**src/dbp_pkg.sv**
```systemverilog
// Package for the dual bidirectional port block: widths, reset values, carriers.
// Assumes a single 50 MHz clock domain and synchronous active-low reset.
package dbp_pkg;

  // ==========================================================================
  // Widths and reset values
  localparam int          DBP_W         = 8;
  localparam logic [7:0]  DBP_DIR_RST   = 8'hff;
  localparam logic [7:0]  DBP_LAT_RST   = 8'h00;
  localparam logic [7:0]  DBP_E_RST     = 8'h07;
  localparam int          DBP_SEL_BIT   = 4;
  localparam int          DBP_PWM_A_BIT = 4;
  localparam int          DBP_PWM_B_BIT = 5;
  localparam int          DBP_PWM_C_BIT = 6;
  localparam int          DBP_PWM_D_BIT = 7;

  // ==========================================================================
  // Enhanced PWM output modes
  typedef enum logic [1:0] {
    DBP_PWM_SINGLE = 2'b00,
    DBP_PWM_HALF   = 2'b01,
    DBP_PWM_FULL_F = 2'b10,
    DBP_PWM_FULL_R = 2'b11
  } dbp_pwm_mode_t;

  // ==========================================================================
  // Carriers
  typedef struct packed {
    logic       dir_we;
    logic       lat_we;
    logic       port_we;
    logic [7:0] wdata;
  } dbp_wr_t;

  typedef struct packed {
    logic [7:0] ovr_en;
    logic [7:0] ovr_out;
    logic [7:0] ovr_val;
  } dbp_ovr_t;

  typedef struct packed {
    logic [7:0] pin_out;
    logic [7:0] pin_oe_n;
  } dbp_pad_t;

endpackage

```
**src/dbp_bank.sv**
```systemverilog
// One 8-bit bidirectional bank: direction, output latch, synchronised pin read.
// Assumes pin inputs are synchronous to clk; overrides come from peripherals.
module dbp_bank
  import dbp_pkg::*;
(
  // Clock and reset
  input  wire logic            clk,
  input  wire logic            rst_n,
  // Software side
  input  wire dbp_pkg::dbp_wr_t  wr,
  output logic [7:0]           dir_q,
  output logic [7:0]           lat_q,
  output logic [7:0]           pin_q,
  // Peripheral override
  input  wire dbp_pkg::dbp_ovr_t ovr,
  // Pins
  input  wire logic [7:0]      pin_in,
  output dbp_pkg::dbp_pad_t    pad_q
);
  import dbp_pkg::*;

  logic [7:0] dir_d, lat_d, pin_d;
  wire  [7:0] oe_n_d;
  wire  [7:0] out_d;
  dbp_pad_t   pad_d;

  // ==========================================================================
  // Register next state
  always_comb begin
    dir_d = dir_q;
    lat_d = lat_q;
    pin_d = pin_in;
    if (wr.dir_we) begin
      dir_d = wr.wdata;
    end
    if (wr.lat_we || wr.port_we) begin
      lat_d = wr.wdata;
    end
    if (!rst_n) begin
      dir_d = DBP_DIR_RST;
      lat_d = DBP_LAT_RST;
      pin_d = DBP_LAT_RST;
    end
  end

  // ==========================================================================
  // Per-bit effective direction and drive
  // Each bit has its own driver, so no two processes share one variable
  for (genvar i = 0; i < DBP_W; i++) begin : g_bit
    assign oe_n_d[i] = !rst_n        ? 1'b1 :
                       ovr.ovr_en[i] ? !ovr.ovr_out[i] :
                                       dir_d[i];
    assign out_d[i]  = !rst_n        ? 1'b0 :
                       ovr.ovr_en[i] ? ovr.ovr_val[i] :
                                       lat_d[i];
  end

  always_comb begin
    pad_d.pin_oe_n = oe_n_d;
    pad_d.pin_out  = out_d;
  end

  always_ff @(posedge clk) begin
    dir_q <= dir_d;
    lat_q <= lat_d;
    pin_q <= pin_d;
    pad_q <= pad_d;
  end

endmodule // dbp_bank

```
**src/dbp_top.sv**
```systemverilog
// Top of the dual bidirectional port block: bank C always, bank D by parameter.
// Assumes software strobes are one-cycle pulses synchronous to clk.
//
// Overview of operation
// - Direction one makes pin input, driver off
// - Direction zero drives output latch onto pin
// - Latch register reads back latch, not pins
// - Enabled peripheral may force pin direction
// - Direction read returns stored bits only
// - Reset makes every pin an input
// - Parallel slave select makes bank D data port
// - Dual or quad PWM disables parallel slave
// - PWM outputs take over bank D pins
// - Bank D present only when parameter set
module dbp_top
  import dbp_pkg::*;
#(
  parameter bit HAS_BANK_D = 1'b1
)(
  // Clock and reset
  input  wire logic                 clk,
  input  wire logic                 rst_n,
  // Bank C software side
  input  wire dbp_pkg::dbp_wr_t     wr_c,
  output logic [7:0]                direction_bank_c,
  output logic [7:0]                output_latch_bank_c,
  output logic [7:0]                pin_bank_c_value,
  // Bank C peripheral override
  input  wire dbp_pkg::dbp_ovr_t    ovr_c,
  // Bank C pins
  input  wire logic [7:0]           pin_c_in,
  output dbp_pkg::dbp_pad_t         pad_c,
  // Bank D software side
  input  wire dbp_pkg::dbp_wr_t     wr_d,
  output logic [7:0]                direction_bank_d,
  output logic [7:0]                output_latch_bank_d,
  output logic [7:0]                pin_bank_d_value,
  // Bank D pins
  input  wire logic [7:0]           pin_d_in,
  output dbp_pkg::dbp_pad_t         pad_d,
  // Bank E direction register (holds parallel slave select)
  input  wire logic                 dir_e_we,
  input  wire logic [7:0]           dir_e_wdata,
  output logic [7:0]                direction_bank_e,
  // Parallel slave data port
  input  wire logic                 host_parallel_data_port_drive,
  input  wire logic [7:0]           host_parallel_data_port_out,
  output logic                      host_parallel_data_port_active,
  output logic                      host_parallel_data_port_ttl,
  // Enhanced PWM unit
  input  wire logic                 enhanced_capture_pwm_unit_en,
  input  wire dbp_pkg::dbp_pwm_mode_t pwm_mode,
  input  wire logic                 pwm_output_a,
  input  wire logic                 pwm_output_b,
  input  wire logic                 pwm_output_c,
  input  wire logic                 pwm_output_d
);
  import dbp_pkg::*;

  // ==========================================================================
  // Bank E direction register and parallel slave mode
  logic [7:0] dir_e_d;
  logic       slave_d, slave_q, ttl_d, ttl_q;
  logic       pwm_multi;
  logic [7:0] pwm_used;
  dbp_ovr_t   ovr_d_c;

  always_comb begin
    dir_e_d = direction_bank_e;
    if (dir_e_we) begin
      dir_e_d = dir_e_wdata;
    end
    if (!rst_n) begin
      dir_e_d = DBP_E_RST;
    end
    pwm_multi = enhanced_capture_pwm_unit_en && (pwm_mode != DBP_PWM_SINGLE);
    slave_d = HAS_BANK_D && dir_e_d[DBP_SEL_BIT] && !pwm_multi;
    ttl_d = slave_d;
  end

  always_ff @(posedge clk) begin
    direction_bank_e <= dir_e_d;
    slave_q          <= slave_d;
    ttl_q            <= ttl_d;
  end

  assign host_parallel_data_port_active = slave_q;
  assign host_parallel_data_port_ttl    = ttl_q;

  // ==========================================================================
  // Bank D overrides: parallel slave drive, with PWM pins applied over it
  always_comb begin
    pwm_used = 8'h00;
    if (enhanced_capture_pwm_unit_en) begin
      pwm_used[DBP_PWM_A_BIT] = 1'b1;
      if (pwm_mode != DBP_PWM_SINGLE) begin
        pwm_used[DBP_PWM_B_BIT] = 1'b1;
      end
      if (pwm_mode == DBP_PWM_FULL_F || pwm_mode == DBP_PWM_FULL_R) begin
        pwm_used[DBP_PWM_C_BIT] = 1'b1;
        pwm_used[DBP_PWM_D_BIT] = 1'b1;
      end
    end
    ovr_d_c.ovr_en  = 8'h00;
    ovr_d_c.ovr_out = 8'h00;
    ovr_d_c.ovr_val = 8'h00;
    if (slave_d) begin
      ovr_d_c.ovr_en  = 8'hff;
      ovr_d_c.ovr_out = {8{host_parallel_data_port_drive}};
      ovr_d_c.ovr_val = host_parallel_data_port_out;
    end
    ovr_d_c.ovr_en  = ovr_d_c.ovr_en  | pwm_used;
    ovr_d_c.ovr_out = ovr_d_c.ovr_out | pwm_used;
    ovr_d_c.ovr_val = (ovr_d_c.ovr_val & ~pwm_used)
                    | (pwm_used & {pwm_output_d, pwm_output_c, pwm_output_b,
                                   pwm_output_a, 4'h0});
  end

  // ==========================================================================
  // Bank C
  dbp_bank u_bank_c (
    .clk    (clk),
    .rst_n  (rst_n),
    .wr     (wr_c),
    .dir_q  (direction_bank_c),
    .lat_q  (output_latch_bank_c),
    .pin_q  (pin_bank_c_value),
    .ovr    (ovr_c),
    .pin_in (pin_c_in),
    .pad_q  (pad_c)
  );

  // ==========================================================================
  // Bank D, present only on larger variants
  if (HAS_BANK_D) begin : g_bank_d
    dbp_bank u_bank_d (
      .clk    (clk),
      .rst_n  (rst_n),
      .wr     (wr_d),
      .dir_q  (direction_bank_d),
      .lat_q  (output_latch_bank_d),
      .pin_q  (pin_bank_d_value),
      .ovr    (ovr_d_c),
      .pin_in (pin_d_in),
      .pad_q  (pad_d)
    );
  end else begin : g_no_bank_d
    always_ff @(posedge clk) begin
      direction_bank_d    <= DBP_DIR_RST;
      output_latch_bank_d <= DBP_LAT_RST;
      pin_bank_d_value    <= DBP_LAT_RST;
      pad_d.pin_out       <= DBP_LAT_RST;
      pad_d.pin_oe_n      <= DBP_DIR_RST;
    end
  end

  // ==========================================================================
  // Checks
  reset_inputs_a: assert property (@(posedge clk)
    !rst_n |=> pad_c.pin_oe_n == DBP_DIR_RST && direction_bank_c == DBP_DIR_RST)
    else $error("bank C not input after reset");

  reset_bank_e_a: assert property (@(posedge clk)
    !rst_n |=> direction_bank_e == DBP_E_RST && !host_parallel_data_port_active)
    else $error("bank E not at reset value");

  dir_input_a: assert property (@(posedge clk) disable iff (!rst_n)
    (wr_c.dir_we && wr_c.wdata[0] && !ovr_c.ovr_en[0]) |=> pad_c.pin_oe_n[0])
    else $error("input bit still driven");

  dir_output_a: assert property (@(posedge clk) disable iff (!rst_n)
    (!direction_bank_c[3] && !ovr_c.ovr_en[3] && !wr_c.dir_we && !wr_c.lat_we
     && !wr_c.port_we) |=> !pad_c.pin_oe_n[3]
     && pad_c.pin_out[3] == $past(output_latch_bank_c[3]))
    else $error("output bit not driving latch");

  latch_write_a: assert property (@(posedge clk) disable iff (!rst_n)
    (wr_c.lat_we && !wr_c.dir_we) |=> output_latch_bank_c == $past(wr_c.wdata))
    else $error("latch write lost");

  port_read_a: assert property (@(posedge clk) disable iff (!rst_n)
    1'b1 |=> pin_bank_c_value == $past(pin_c_in))
    else $error("pin read not sampled");

  ovr_force_a: assert property (@(posedge clk) disable iff (!rst_n)
    (ovr_c.ovr_en[5] && ovr_c.ovr_out[5]) |=> !pad_c.pin_oe_n[5])
    else $error("override did not force output");

  dir_readback_a: assert property (@(posedge clk) disable iff (!rst_n)
    (ovr_c.ovr_en != 8'h00 && !wr_c.dir_we) |=> $stable(direction_bank_c))
    else $error("direction read changed by override");

  ovr_prio_a: assert property (@(posedge clk) disable iff (!rst_n)
    (ovr_c.ovr_en[2] && !ovr_c.ovr_out[2]) |=> pad_c.pin_oe_n[2])
    else $error("override input ignored");

  slave_off_a: assert property (@(posedge clk) disable iff (!rst_n)
    pwm_multi |=> !host_parallel_data_port_active)
    else $error("parallel slave active with multi PWM");

  slave_on_a: assert property (@(posedge clk) disable iff (!rst_n)
    (HAS_BANK_D && dir_e_we && dir_e_wdata[DBP_SEL_BIT] && !pwm_multi)
    |=> host_parallel_data_port_active && host_parallel_data_port_ttl)
    else $error("parallel slave not entered");

  pwm_pin_a: assert property (@(posedge clk) disable iff (!rst_n)
    (HAS_BANK_D && enhanced_capture_pwm_unit_en) |=>
      !pad_d.pin_oe_n[DBP_PWM_A_BIT] && pad_d.pin_out[DBP_PWM_A_BIT] == $past(pwm_output_a))
    else $error("PWM A not on pin");

  pwm_dual_a: assert property (@(posedge clk) disable iff (!rst_n)
    (HAS_BANK_D && enhanced_capture_pwm_unit_en && pwm_mode == DBP_PWM_HALF) |=>
      !pad_d.pin_oe_n[DBP_PWM_B_BIT] && pad_d.pin_out[DBP_PWM_B_BIT] == $past(pwm_output_b))
    else $error("PWM B not on pin");

  pwm_quad_a: assert property (@(posedge clk) disable iff (!rst_n)
    (HAS_BANK_D && enhanced_capture_pwm_unit_en
     && (pwm_mode == DBP_PWM_FULL_F || pwm_mode == DBP_PWM_FULL_R)) |=>
      !pad_d.pin_oe_n[DBP_PWM_D_BIT] && pad_d.pin_out[DBP_PWM_D_BIT] == $past(pwm_output_d))
    else $error("PWM D not on pin");

  bank_d_absent_a: assert property (@(posedge clk)
    !HAS_BANK_D |=> direction_bank_d == DBP_DIR_RST && pad_d.pin_oe_n == DBP_DIR_RST)
    else $error("absent bank D left its reset state");

endmodule // dbp_top

```
**config.mk**
```make
export PLATFORM = sky130hd
export DESIGN_NAME = dbp_top
export DESIGN_NICKNAME = d
export VERILOG_FILES = /design/src/dbp_pkg.sv /design/src/dbp_bank.sv /design/src/dbp_top.sv
export SDC_FILE = /design/constraint.sdc
export NUM_CORES = 1
export LEC_CHECK = 0
export BUFFER_PORTS_ARGS = -buffer_cell sky130_fd_sc_hd__buf_2
export CORE_MARGIN = 4
export CORE_UTILIZATION = 46
export CTS_CLUSTER_SIZE = 24
export DETAILED_ROUTE_END_ITERATION = 6
export PLACE_DENSITY = 0.84
export SLEW_MARGIN = 20
export SYNTH_ARGS = -nofsm -noshare
export SYNTH_HDL_FRONTEND = slang
export SYNTH_SLANG_ARGS = --single-unit
```
**constraint.sdc**
```tcl
create_clock -name clk -period 3.4 [get_ports clk]
set_input_delay 0.51 -clock clk [delete_from_list [all_inputs] [get_ports clk]]
set_output_delay 0.51 -clock clk [all_outputs]
set_load 0.02 [all_outputs]
```
==> out/qor.txt, run 1 <==
First-pass GRT wire length = 13.39 mm
Setup Buffers After CTS = 0
Final Critical Period = 1593 ps
Clock sinks = 89
WL/cell = 15.15 um
Clock Path Buffers = 2
Routed WL = 8.317 mm
Internal power = 0.001590 W
Gp weighted congestion = 0.8068
Post-cts sizing count = 0
Net Sw Power = 0.0005799 W
Post-Syn Area = 3079 um2
WP data arrival = 1860 ps
DRT antenna net count = 0
Register area share after synthesis = 57.86%
Syn. warnings = 0
Worst-Margin Slew = 514.3 ps
Clk_lat worst skew = 330 ps
Area leader, netlist = dfxtp_1
Critical Path RT = 3670 ps
Cts bufs inserted = 9
Leakage = 2.079 nW
Ranking of synthesized cells by area = dfxtp_1, mux2i_1, nand2_1
Synth Instances = 291
Core box area = 6422 um2
Slew headroom = 65.68%
# setup viols final = 0
CTS tree = built
Initial antenna violation count = 0
Layout area overhead = 36.41%
Synth top cells by count = dfxtp_1, nand2_1, mux2i_1
Unrepaired setup endpoints after global routing = no
Avg Inst Size Synth = 10.58 um2
DP HPWL = 6.437 mm
DRT Pass-1 Iters = 4
Fin util = 65.40%
Nets = 556
H-tree levels = 3
Sw frac = 26.72%
PortBufs = 178
Fin crit share = 46.84%
Slew Limit Fails = 0
Share of the synthesized area in the top cell type = 57.86%
DRC = 0
ANT cells = 0
Max Cap Violations = 0
Post-synth EDFFs = 0
Pin count of the biggest net entering global routing = 43
Syn Nets = 380
Power per cell area = 516.6 nW/um2
Worst setup margin = 1807 ps
Dpl ws = 1464 ps
Die W = 89.82 um
Worst Hold Slack = 375.6 ps
Kind of critical path = input pin to flip-flop
Clock transition at path regs = 80 ps
Ys flop type = dfxtp_1
Die area = 8067 um2
Worst path slowest cell = mux2_4
Status = complete, no violations
Setup crit start kind = input pin
Share of post-route cells with drive strength above 1 = 44.92%
Library cells used by synthesis = 32
Flops & latches, synth = 89
DR vias = 2709
Grt total ovfl = 0
First-iteration detailed-routing DRC count = 69
Hold WC Path Type = input pin to flip-flop
Clock Power Share = 31.5%
Top-count cell post-synth = dfxtp_1
CP max FO = 9
Vias in the first global route = 2747
Slowest stage delay, CP = 370 ps
Initial core utilization = 47.94%
Row count = 29
Via density = 4.934
Combinational Power Share = 16.4%
Worst vdd ir = 0.3763 mV
Fmax = 627.9 MHz
Total Routing Usage GR = 20.60%
Hold_buf cts = 0
Critical path, cell by cell = buf_2 > mux2_4 > nand3_4 > inv_6 > or3b_1 > a21oi_1
Asr flop ratio synth = 0%
CP Capture Type = flip-flop
Setup TNS Final = 0 ps
Die H = 89.82 um
Ports = 179
FILL cells = 529
Final hold violation count = 0
Root buffer cell = clkbuf_8
Part of the power in registers = 52.2%
Layout Skew = 7.244 ps
-- layout make-up --
cell class | instances | area, um2 | area share [%]
timing repair buffer | 180 | 905.9 | 21.57
inverter | 2 | 12.51 | 0.2979
tap | 77 | 96.34 | 2.294
clock inverter | 5 | 56.30 | 1.340
sequential | 89 | 1782 | 42.42
clock buffer | 11 | 131.4 | 3.128
multi-input combinational | 185 | 1216 | 28.95
-- metal layers --
| layer | track usage [%] | share of wire (%) |
|---|---|---|
| met5 | 0 | 0 |
| met4 | 8.046 | 1.2 |
| met3 | 7.763 | 9.4 |
| met2 | 36.22 | 49 |
| met1 | 22.44 | 40 |
-- cell families after synthesis --
logic type	synth area share, %
and+or+nand+nor	15.32
muxes	13.33
buffers and inverters	2.641
AOI/OAI and AO/OA	10.85
DFF	57.86
-- cells in the final DEF (no fill, tap or decap), drive strengths merged --
cell      Yosys  routed
mux2i        35      35
or3b          9       9
a31oi         1       1
dfxtp        89      89
clkinv        0       3
nand3         2       2
nor2         18      18
bufinv        0       1
inv           2       2
clkbuf       11      11
o221ai        2       2
o21a          4       4
nand3b        1       1
and2         16      16
buf           4     180
nand2b        8       8
a21oi        16      16
nand2        38      38
o211ai        1       1
a32oi         2       2
o21ai        17      17
a211o         2       2
mux2          5       5
clkinvlp      0       1
a21o          8       8
-- critical path, delay by kind of cell --
| family | cells | cell delay, ps |
|---|---|---|
| AO/OA/AOI/OAI | 1 | 130 |
| multiplexers | 1 | 370 |
| AND/OR/NAND/NOR | 2 | 540 |
| buffers and inverters | 2 | 320 |
-- flip-flops by register name, indices dropped and copies added (netlist names), 8 cells and up --
register                 cells
g_bank_d.u_bank_d.pin_q      8
u_bank_c.lat_q               8
direction_bank_e             8
g_bank_d.u_bank_d.lat_q      8
u_bank_c.pin_q               8
u_bank_c.dir_q               8
u_bank_c.pad_q              16
g_bank_d.u_bank_d.dir_q      8
g_bank_d.u_bank_d.pad_q     16
-- metrics by stage --
stage	power (W)	cells	area (um2)
5_1_grt	0.002282	549	4200
4_1_cts	0.002197	549	4200
2_1_floorplan	0.001360	291	3079
3_5_place_dp	0.001514	533	4013
3_3_place_gp	0.001506	533	4013
6_report	0.002170	549	4200
-- final timing paths --
| kind | from | endpoint | slack, ps | cells after the start |
|---|---|---|---|---|
| setup / recovery | dir_e_we | g_bank_d.u_bank_d.pad_q[15] | 1810 | 6 |
| hold / removal | pin_c_in[3] | u_bank_c.pin_q[3] | 380 | 2 |
| setup reg to reg | direction_bank_e[4] | g_bank_d.u_bank_d.pad_q[15] | 1950 | 5 |
| hold reg to reg | g_bank_d.u_bank_d.lat_q[0] | g_bank_d.u_bank_d.lat_q[0] | 470 | 2 |
-- power groups by stage --
stage	clock, W	sequential, W	combinational (W)
after CTS	0.000705	0.00113	0.000359
after global placement	0	0.00116	0.000351
after detailed placement	0	0.00116	0.000358
after global routing	0.000755	0.00114	0.000387
final	0.000682	0.00113	0.000355
after floorplan	0	0.00124	0.000118
Note: power is estimated with default switching activity, not from simulation.
==> inputs of run 2 (changes only) <==
--- a/config.mk
+++ b/config.mk
@@ -5,12 +5,13 @@
 export SDC_FILE = /design/constraint.sdc
 export NUM_CORES = 1
 export LEC_CHECK = 0
+export ABC_AREA = 1
 export BUFFER_PORTS_ARGS = -buffer_cell sky130_fd_sc_hd__buf_2
 export CORE_MARGIN = 4
-export CORE_UTILIZATION = 46
+export CORE_UTILIZATION = 44
 export CTS_CLUSTER_SIZE = 24
 export DETAILED_ROUTE_END_ITERATION = 6
-export PLACE_DENSITY = 0.84
+export PLACE_DENSITY = 0.8
 export SLEW_MARGIN = 20
 export SYNTH_ARGS = -nofsm -noshare
 export SYNTH_HDL_FRONTEND = slang
==> constraint.sdc (replaced) <==
create_clock -name clk -period 1.52 [get_ports clk]
set_input_delay 0.228 -clock clk [delete_from_list [all_inputs] [get_ports clk]]
set_output_delay 0.228 -clock clk [all_outputs]
set_load 0.02 [all_outputs]
==> out/qor.txt, run 2 <==
Status = complete, no violations
DP HPWL = 6.659 mm (+3.5%)
Worst Reg-to-Reg Cells = 6 (+1)
First-pass GRT wire length = 13.31 mm (-0.61%)
Core box area = 6869 um2 (+7.0%)
DR vias = 3030 (+12%)
Routed WL = 8.525 mm (+2.5%)
Clock Path Buffers = 2 (unchanged)
Cts bufs inserted = 9 (unchanged)
Unrepaired setup endpoints after global routing = no
Leakage = 2.475 nW (+19%)
Commonest non-fill, non-tap cells in the layout = buf_2, nand2_1, dfxtp_1
Clock sinks = 89 (unchanged)
Fin area = 4348 um2 (+3.5%)
Flops & latches, synth = 89 (unchanged)
Max Cap Violations = 0 (unchanged)
Via density = 4.536 (-8.1%)
Kind of critical path = flip-flop to output pin
Slew Limit Fails = 0 (unchanged)
Hold_buf cts = 0 (unchanged)
DRT Pass-1 Iters = 4 (unchanged)
Pin count of the biggest net entering global routing = 31 (-28%)
Post-Place Cell Area = 4169 um2 (+3.9%)
Row count = 30 (+3.4%)
FILL cells = 633 (+20%)
Die area = 8600 um2 (+6.6%)
Share of post-route cells with drive strength above 1 = 38.29% (-6.6 points)
Synth top cells by count = nand2_1, dfxtp_1, inv_1
CP Capture Type = output pin
Top-count cell post-synth = nand2_1
Ports = 179 (unchanged)
Clock transition at path regs = 90 ps (about the same)
Worst R2R End = g_bank_d.u_bank_d.pad_q[0]
Setup Buffers After CTS = 0 (unchanged)
Die H = 92.74 um (+3.3%)
CP Buf/Inv Count = 1 (-1)
Syn Nets = 474 (+25%)
Grt total ovfl = 0 (unchanged)
Avg Inst Size Synth = 8.206 um2 (-22%)
Register area share after synthesis = 56.40% (-1.5 points)
Slew headroom = 80.73% (+15 points)
Total Routing Usage GR = 19.38% (-1.2 points)
Critical Path RT = 1290 ps (-2380 ps)
Worst Hold End = u_bank_c.pin_q[1]
Multi-input logic area = 1066 um2 (-12%)
WL/cell = 12.76 um (-16%)
DRC = 0 (unchanged)
Root buffer cell = clkbuf_8
Hold Path Origin = pin_c_in[1]
Share of the synthesized area in the top cell type = 56.40% (-1.5 points)
Post-Syn Area = 3159 um2 (+2.6%)
Synth Instances = 385 (+32%)
Fin crit share = 74.96%
Setup TNS Final = 0 ps (unchanged)
Fmax = 877.6 MHz
CP max FO = 2 (-7)
Syn. warnings = 0 (unchanged)
Ys flop type = dfxtp_1
Nets = 657 (+18%)
Commonest non-fill, non-tap cell in the layout = buf_2
Post-synth EDFFs = 0 (unchanged)
Reg-to-reg setup timing slack = 390 ps (-1560 ps)
Worst-Margin Slew = 289.1 ps (-225.2 ps)
Layout Skew = 11.99 ps (+4.746 ps)
Final Critical Period = 1139 ps
Vias in the first global route = 2887 (+5.1%)
WHS Path Cells = 3 (+1)
Layout area overhead = 37.62%
Crit. path cell count = 1 (-5)
WP data arrival = 910 ps (-950 ps)
CTS tree = built
Worst vdd ir = 0.5776 mV (+53%)
Library cells used by synthesis = 26 (-19%)
First-iteration detailed-routing DRC count = 93 (+35%)
Initial antenna violation count = 0 (unchanged)
Post-cts sizing count = 0 (unchanged)
Slowest stage delay, CP = 370 ps (about the same)
Gp weighted congestion = 0.8710 (+8.0%)
H-tree levels = 3 (unchanged)
Critical path, cell by cell = buf_2
Top Registers = g_bank_d.u_bank_d.pad_q x16, u_bank_c.pad_q x16
Setup crit start kind = flip-flop
Ranking of synthesized cells by area = dfxtp_1, nand2_1, inv_1
Area leader, netlist = dfxtp_1
Power per cell area = 1122 nW/um2 (+120%)
# setup viols final = 0 (unchanged)
PortBufs = 178 (unchanged)
Die W = 92.74 um (+3.3%)
ANT cells = 0 (unchanged)
Worst path slowest cell = dfxtp_1
Clk_lat worst skew = 350 ps (+20 ps)
Hold WC Path Type = input pin to flip-flop
RR Startpoint = direction_bank_e[4]
Asr flop ratio synth = 0% (unchanged)
Initial core utilization = 45.99% (-2.0 points)
DRT antenna net count = 0 (unchanged)
Top delay family on crit path = flip-flops
Reg area = 1782 um2 (unchanged)
Final hold violation count = 0 (unchanged)
==> run 2: cell families after synthesis <==
kind of cell	count (synthesis)	share of synthesized area, %
compound gates	52	10.34
buf+inv	76	9.861
flops	89	56.40
simple gates	164	22.14
mux	4	1.267
==> run 2: metrics by stage <==
| stage | power [W] | worst slack [ps] | instances | hold WS (ps) | utilization [%] |
|---|---|---|---|---|---|
| after floorplan | 0.003095 | 404.1 | 385 | 325.6 | - |
| after global routing | 0.005124 | 304.5 | 668 | 38.68 | 63.30 |
| after global placement | 0.003438 | 246.1 | 653 | 407.1 | 60.69 |
| final | 0.004878 | 380.6 | 668 | 50.88 | 63.30 |
| after CTS | 0.004926 | 356.5 | 668 | 38.27 | 63.30 |
| after detailed placement | 0.003459 | 199.4 | 653 | 415.5 | 60.69 |
==> run 2: how the worst max path moves through the flow <==
stage                             start                          end  slack, ps
floorplan           direction_bank_e[4]  g_bank_d.u_bank_d.pad_q[14]        400
global placement               dir_e_we   g_bank_d.u_bank_d.pad_q[2]        250
detailed placement             dir_e_we   g_bank_d.u_bank_d.pad_q[0]        200
CTS                 direction_bank_e[4]          direction_bank_e[4]        360
global route        direction_bank_e[4]   g_bank_d.u_bank_d.pad_q[0]        300
finish              direction_bank_e[4]          direction_bank_e[4]        380
==> run 2: report_power, final <==
| group | total [W] | internal, W | switching (W) |
|---|---|---|---|
| Clock | 0.00148 | 0.000641 | 0.000836 |
| Sequential | 0.00255 | 0.00249 | 0.0000565 |
| Combinational | 0.000854 | 0.000316 | 0.000538 |
==> run 2: final cells by class <==
| class | instances | share of cell area [%] |
|---|---|---|
| Sequential cell | 89 | 40.98 |
| Timing Repair Buffer | 186 | 22.16 |
| Tap cell | 96 | 2.763 |
| Inverter | 62 | 5.468 |
| Multi-Input combinational cell | 220 | 24.52 |
| Clock buffer | 10 | 3.165 |
| Clock inverter | 5 | 0.9496 |
==> run 2: layer usage <==
layer | part of all wire, % | wire length, um | vias up | track usage [%]
met3 | 7.8 | 666 | 18 | 5.118
met5 | 0 | 0 | - | 0
met1 | 40 | 3427 | 1340 | 22.43
met4 | 2.4 | 204 | 0 | 8.181
met2 | 50 | 4227 | 123 | 33.72
li1 | - | - | 1549 | -
==> inputs of run 3 (changes only) <==
--- a/config.mk
+++ b/config.mk
@@ -8,10 +8,10 @@
 export ABC_AREA = 1
 export BUFFER_PORTS_ARGS = -buffer_cell sky130_fd_sc_hd__buf_2
 export CORE_MARGIN = 4
-export CORE_UTILIZATION = 44
+export CORE_UTILIZATION = 39
 export CTS_CLUSTER_SIZE = 24
 export DETAILED_ROUTE_END_ITERATION = 6
-export PLACE_DENSITY = 0.8
+export PLACE_DENSITY = 0.75
 export SLEW_MARGIN = 20
 export SYNTH_ARGS = -nofsm -noshare
 export SYNTH_HDL_FRONTEND = slang
==> constraint.sdc (replaced) <==
create_clock -name clk -period 1 [get_ports clk]
set_input_delay 0.15 -clock clk [delete_from_list [all_inputs] [get_ports clk]]
set_output_delay 0.15 -clock clk [all_outputs]
set_load 0.02 [all_outputs]
==> out/qor.txt, run 3 (synthesized netlist as in run 2, its figures left out) <==
Status = finished, violations left
Failing checks = negative setup slack
Final Critical Period = 1102 ps
Root buffer cell = clkbuf_8
Critical Path RT = 1220 ps (-70 ps)
Setup TNS Final = -981.7 ps (-981.7 ps)
CP max FO = 7 (+5)
Via density = 4.619 (+1.8%)
DRT Pass-1 Iters = 4 (unchanged)
Worst R2R End = g_bank_d.u_bank_d.pad_q[3]
Most frequent CP cell = nand2_4
Cts bufs inserted = 9 (unchanged)
Max Cap Violations = 0 (unchanged)
Vias in the first global route = 3281 (+14%)
WP data arrival = 1320 ps (+410 ps)
Slew headroom = 80.50% (-0.22 points)
Worst setup margin = -102.2 ps (-482.8 ps)
DR vias = 3330 (+9.9%)
Worst path slowest cell = dfxtp_4
WL/cell = 13.61 um (+6.7%)
Worst Reg-to-Reg Cells = 6 (unchanged)
CTS tree = built
First-pass GRT wire length = 14.86 mm (+12%)
Clock Path Buffers = 2 (unchanged)
Worst Hold End = direction_bank_e[0]
Worst-Margin Slew = 292.4 ps (+3.309 ps)
First-iteration detailed-routing DRC count = 115 (+24%)
Power per cell area = 1526 nW/um2 (+36%)
Commonest non-fill, non-tap cells in the layout = buf_2, nand2_1, inv_1
Setup crit start kind = flip-flop
Top delay family on crit path = flip-flops
Worst vdd ir = 0.8217 mV (+42%)
Die H = 98.01 um (+5.7%)
Initial core utilization = 40.46% (-5.5 points)
Pin count of the biggest net entering global routing = 26 (-16%)
Initial antenna violation count = 0 (unchanged)
Clock Power Share = 30.6% (+0.3 points)
Fin util = 68.35% (+5.1 points)
Critical path, cell by cell = nand2_4 > nand2_4 > nand3_4 > inv_6 > a21oi_4 > o21ai_1
RR Startpoint = direction_bank_e[4]
Share of post-route cells with drive strength above 1 = 48.47% (+10 points)
Net Sw Power = 0.002255 W (+58%)
Nets = 703 (+7.0%)
Dpl ws = -139.4 ps (-338.8 ps)
Final Non-Filler Cells = 721 (+7.9%)
Internal power = 0.005887 W (+71%)
Layout area overhead = 68.91%
WHS Path Cells = 3 (unchanged)
Clk_lat worst skew = 340 ps (about the same)
Fin crit share = 110.2%
Die area = 9605 um2 (+12%)
H-tree levels = 3 (unchanged)
Top Registers = g_bank_d.u_bank_d.pad_q x16, u_bank_c.pad_q x16
DP HPWL = 6.892 mm (+3.5%)
Clock transition at path regs = 80 ps (about the same)
Clock sinks = 89 (unchanged)
Hold WC Path Type = input pin to flip-flop
Commonest non-fill, non-tap cell in the layout = buf_2
Fmax = 907.3 MHz
Routed WL = 9.814 mm (+15%)
FILL cells = 618 (-2.4%)
DRT antenna net count = 0 (unchanged)
Ports = 179 (unchanged)
Total Routing Usage GR = 19.03% (-0.35 points)
CP Launch Point = direction_bank_e[4]
Kind of critical path = flip-flop to flip-flop
Hold Path Origin = dir_e_wdata[0]
ANT cells = 0 (unchanged)
Fin area = 5336 um2 (+23%)
Combinational Power Share = 20.9% (+3.4 points)
Core box area = 7807 um2 (+14%)
Part of the power in registers = 48.5% (-3.7 points)
Slew Limit Fails = 0 (unchanged)
Grt total ovfl = 0 (unchanged)
# setup viols final = 15 (+15)
DRC = 0 (unchanged)
Post-Place Cell Area = 4305 um2 (+3.3%)
Gp weighted congestion = 0.8315 (-4.5%)
Layout Skew = 9.487 ps (-2.503 ps)
Placed insts = 674 (+3.2%)
Unrepaired setup endpoints after global routing = yes
CP Capture Type = flip-flop
CP Buf/Inv Count = 1 (unchanged)
Sw frac = 27.69% (-1.6 points)
Leakage = 2.842 nW (+15%)
PortBufs = 178 (unchanged)
Final hold violation count = 0 (unchanged)
Slowest stage delay, CP = 360 ps (about the same)
Reg-to-reg setup timing slack = -100 ps (-490 ps)
Die W = 98.01 um (+5.7%)
Row count = 32 (+6.7%)
==> run 3: how the worst max path moves through the flow <==
stage,to,slack [ps],cells after the start
6_report,g_bank_d.u_bank_d.pad_q[3],-100,6
5_1_grt,g_bank_d.u_bank_d.pad_q[3],-160,6
4_1_cts,g_bank_d.u_bank_d.pad_q[3],-120,6
3_5_place_dp,g_bank_d.u_bank_d.pad_q[3],-140,8
3_3_place_gp,g_bank_d.u_bank_d.pad_q[2],-110,7
2_1_floorplan,g_bank_d.u_bank_d.pad_q[0],-20,6
==> run 3: area by class of cell <==
cell class	count	area (um2)	area share (%)
clock buffer	11	141.4	2.649
clock inverter	5	61.31	1.149
inverter	62	240.2	4.502
multi-input combinational	220	1076	20.16
sequential	89	1856	34.77
tap	102	127.6	2.392
timing repair buffer	232	1834	34.37
==> run 3: power by group through the flow <==
stage | Combinational, W | Clock [W] | Sequential (W)
floorplan | 0.000440 | 0 | 0.00426
global placement | 0.00133 | 0 | 0.00395
detailed placement | 0.00135 | 0 | 0.00396
CTS | 0.00152 | 0.00256 | 0.00389
global route | 0.00184 | 0.00272 | 0.00398
finish | 0.00170 | 0.00249 | 0.00395
==> run 3: worst min-delay path, stage by stage <==
cell	delay, ps
buf_2	70
nand2_1	40
nand3_1	70
==> run 3: layer usage <==
layer	global-route usage [%]	wire, um	up-vias
li1	-	-	1643
met1	21.45	3669	1503
met2	32.36	5041	153
met3	5.643	768	31
met4	10.01	335	0
met5	0	0	-
==> run 3: metrics by stage <==
step | hold slack, ps | total power (W)
2_1_floorplan | 247.6 | 0.004703
3_3_place_gp | 329.2 | 0.005276
3_5_place_dp | 336.2 | 0.005309
4_1_cts | 0.2886 | 0.007977
5_1_grt | 4.042 | 0.008534
6_report | 19.69 | 0.008142
==> run 3: what timing repair did <==
action | in CTS | in global routing
cloned | 0 | 0
buffers inserted | 1 | 4
hold buffers | 25 | 1
pin swaps | 7 | 3
endpoints found under the hold margin | 25 | 1
resized for setup | 75 | 131
endpoints found under the setup margin | 60 | 102
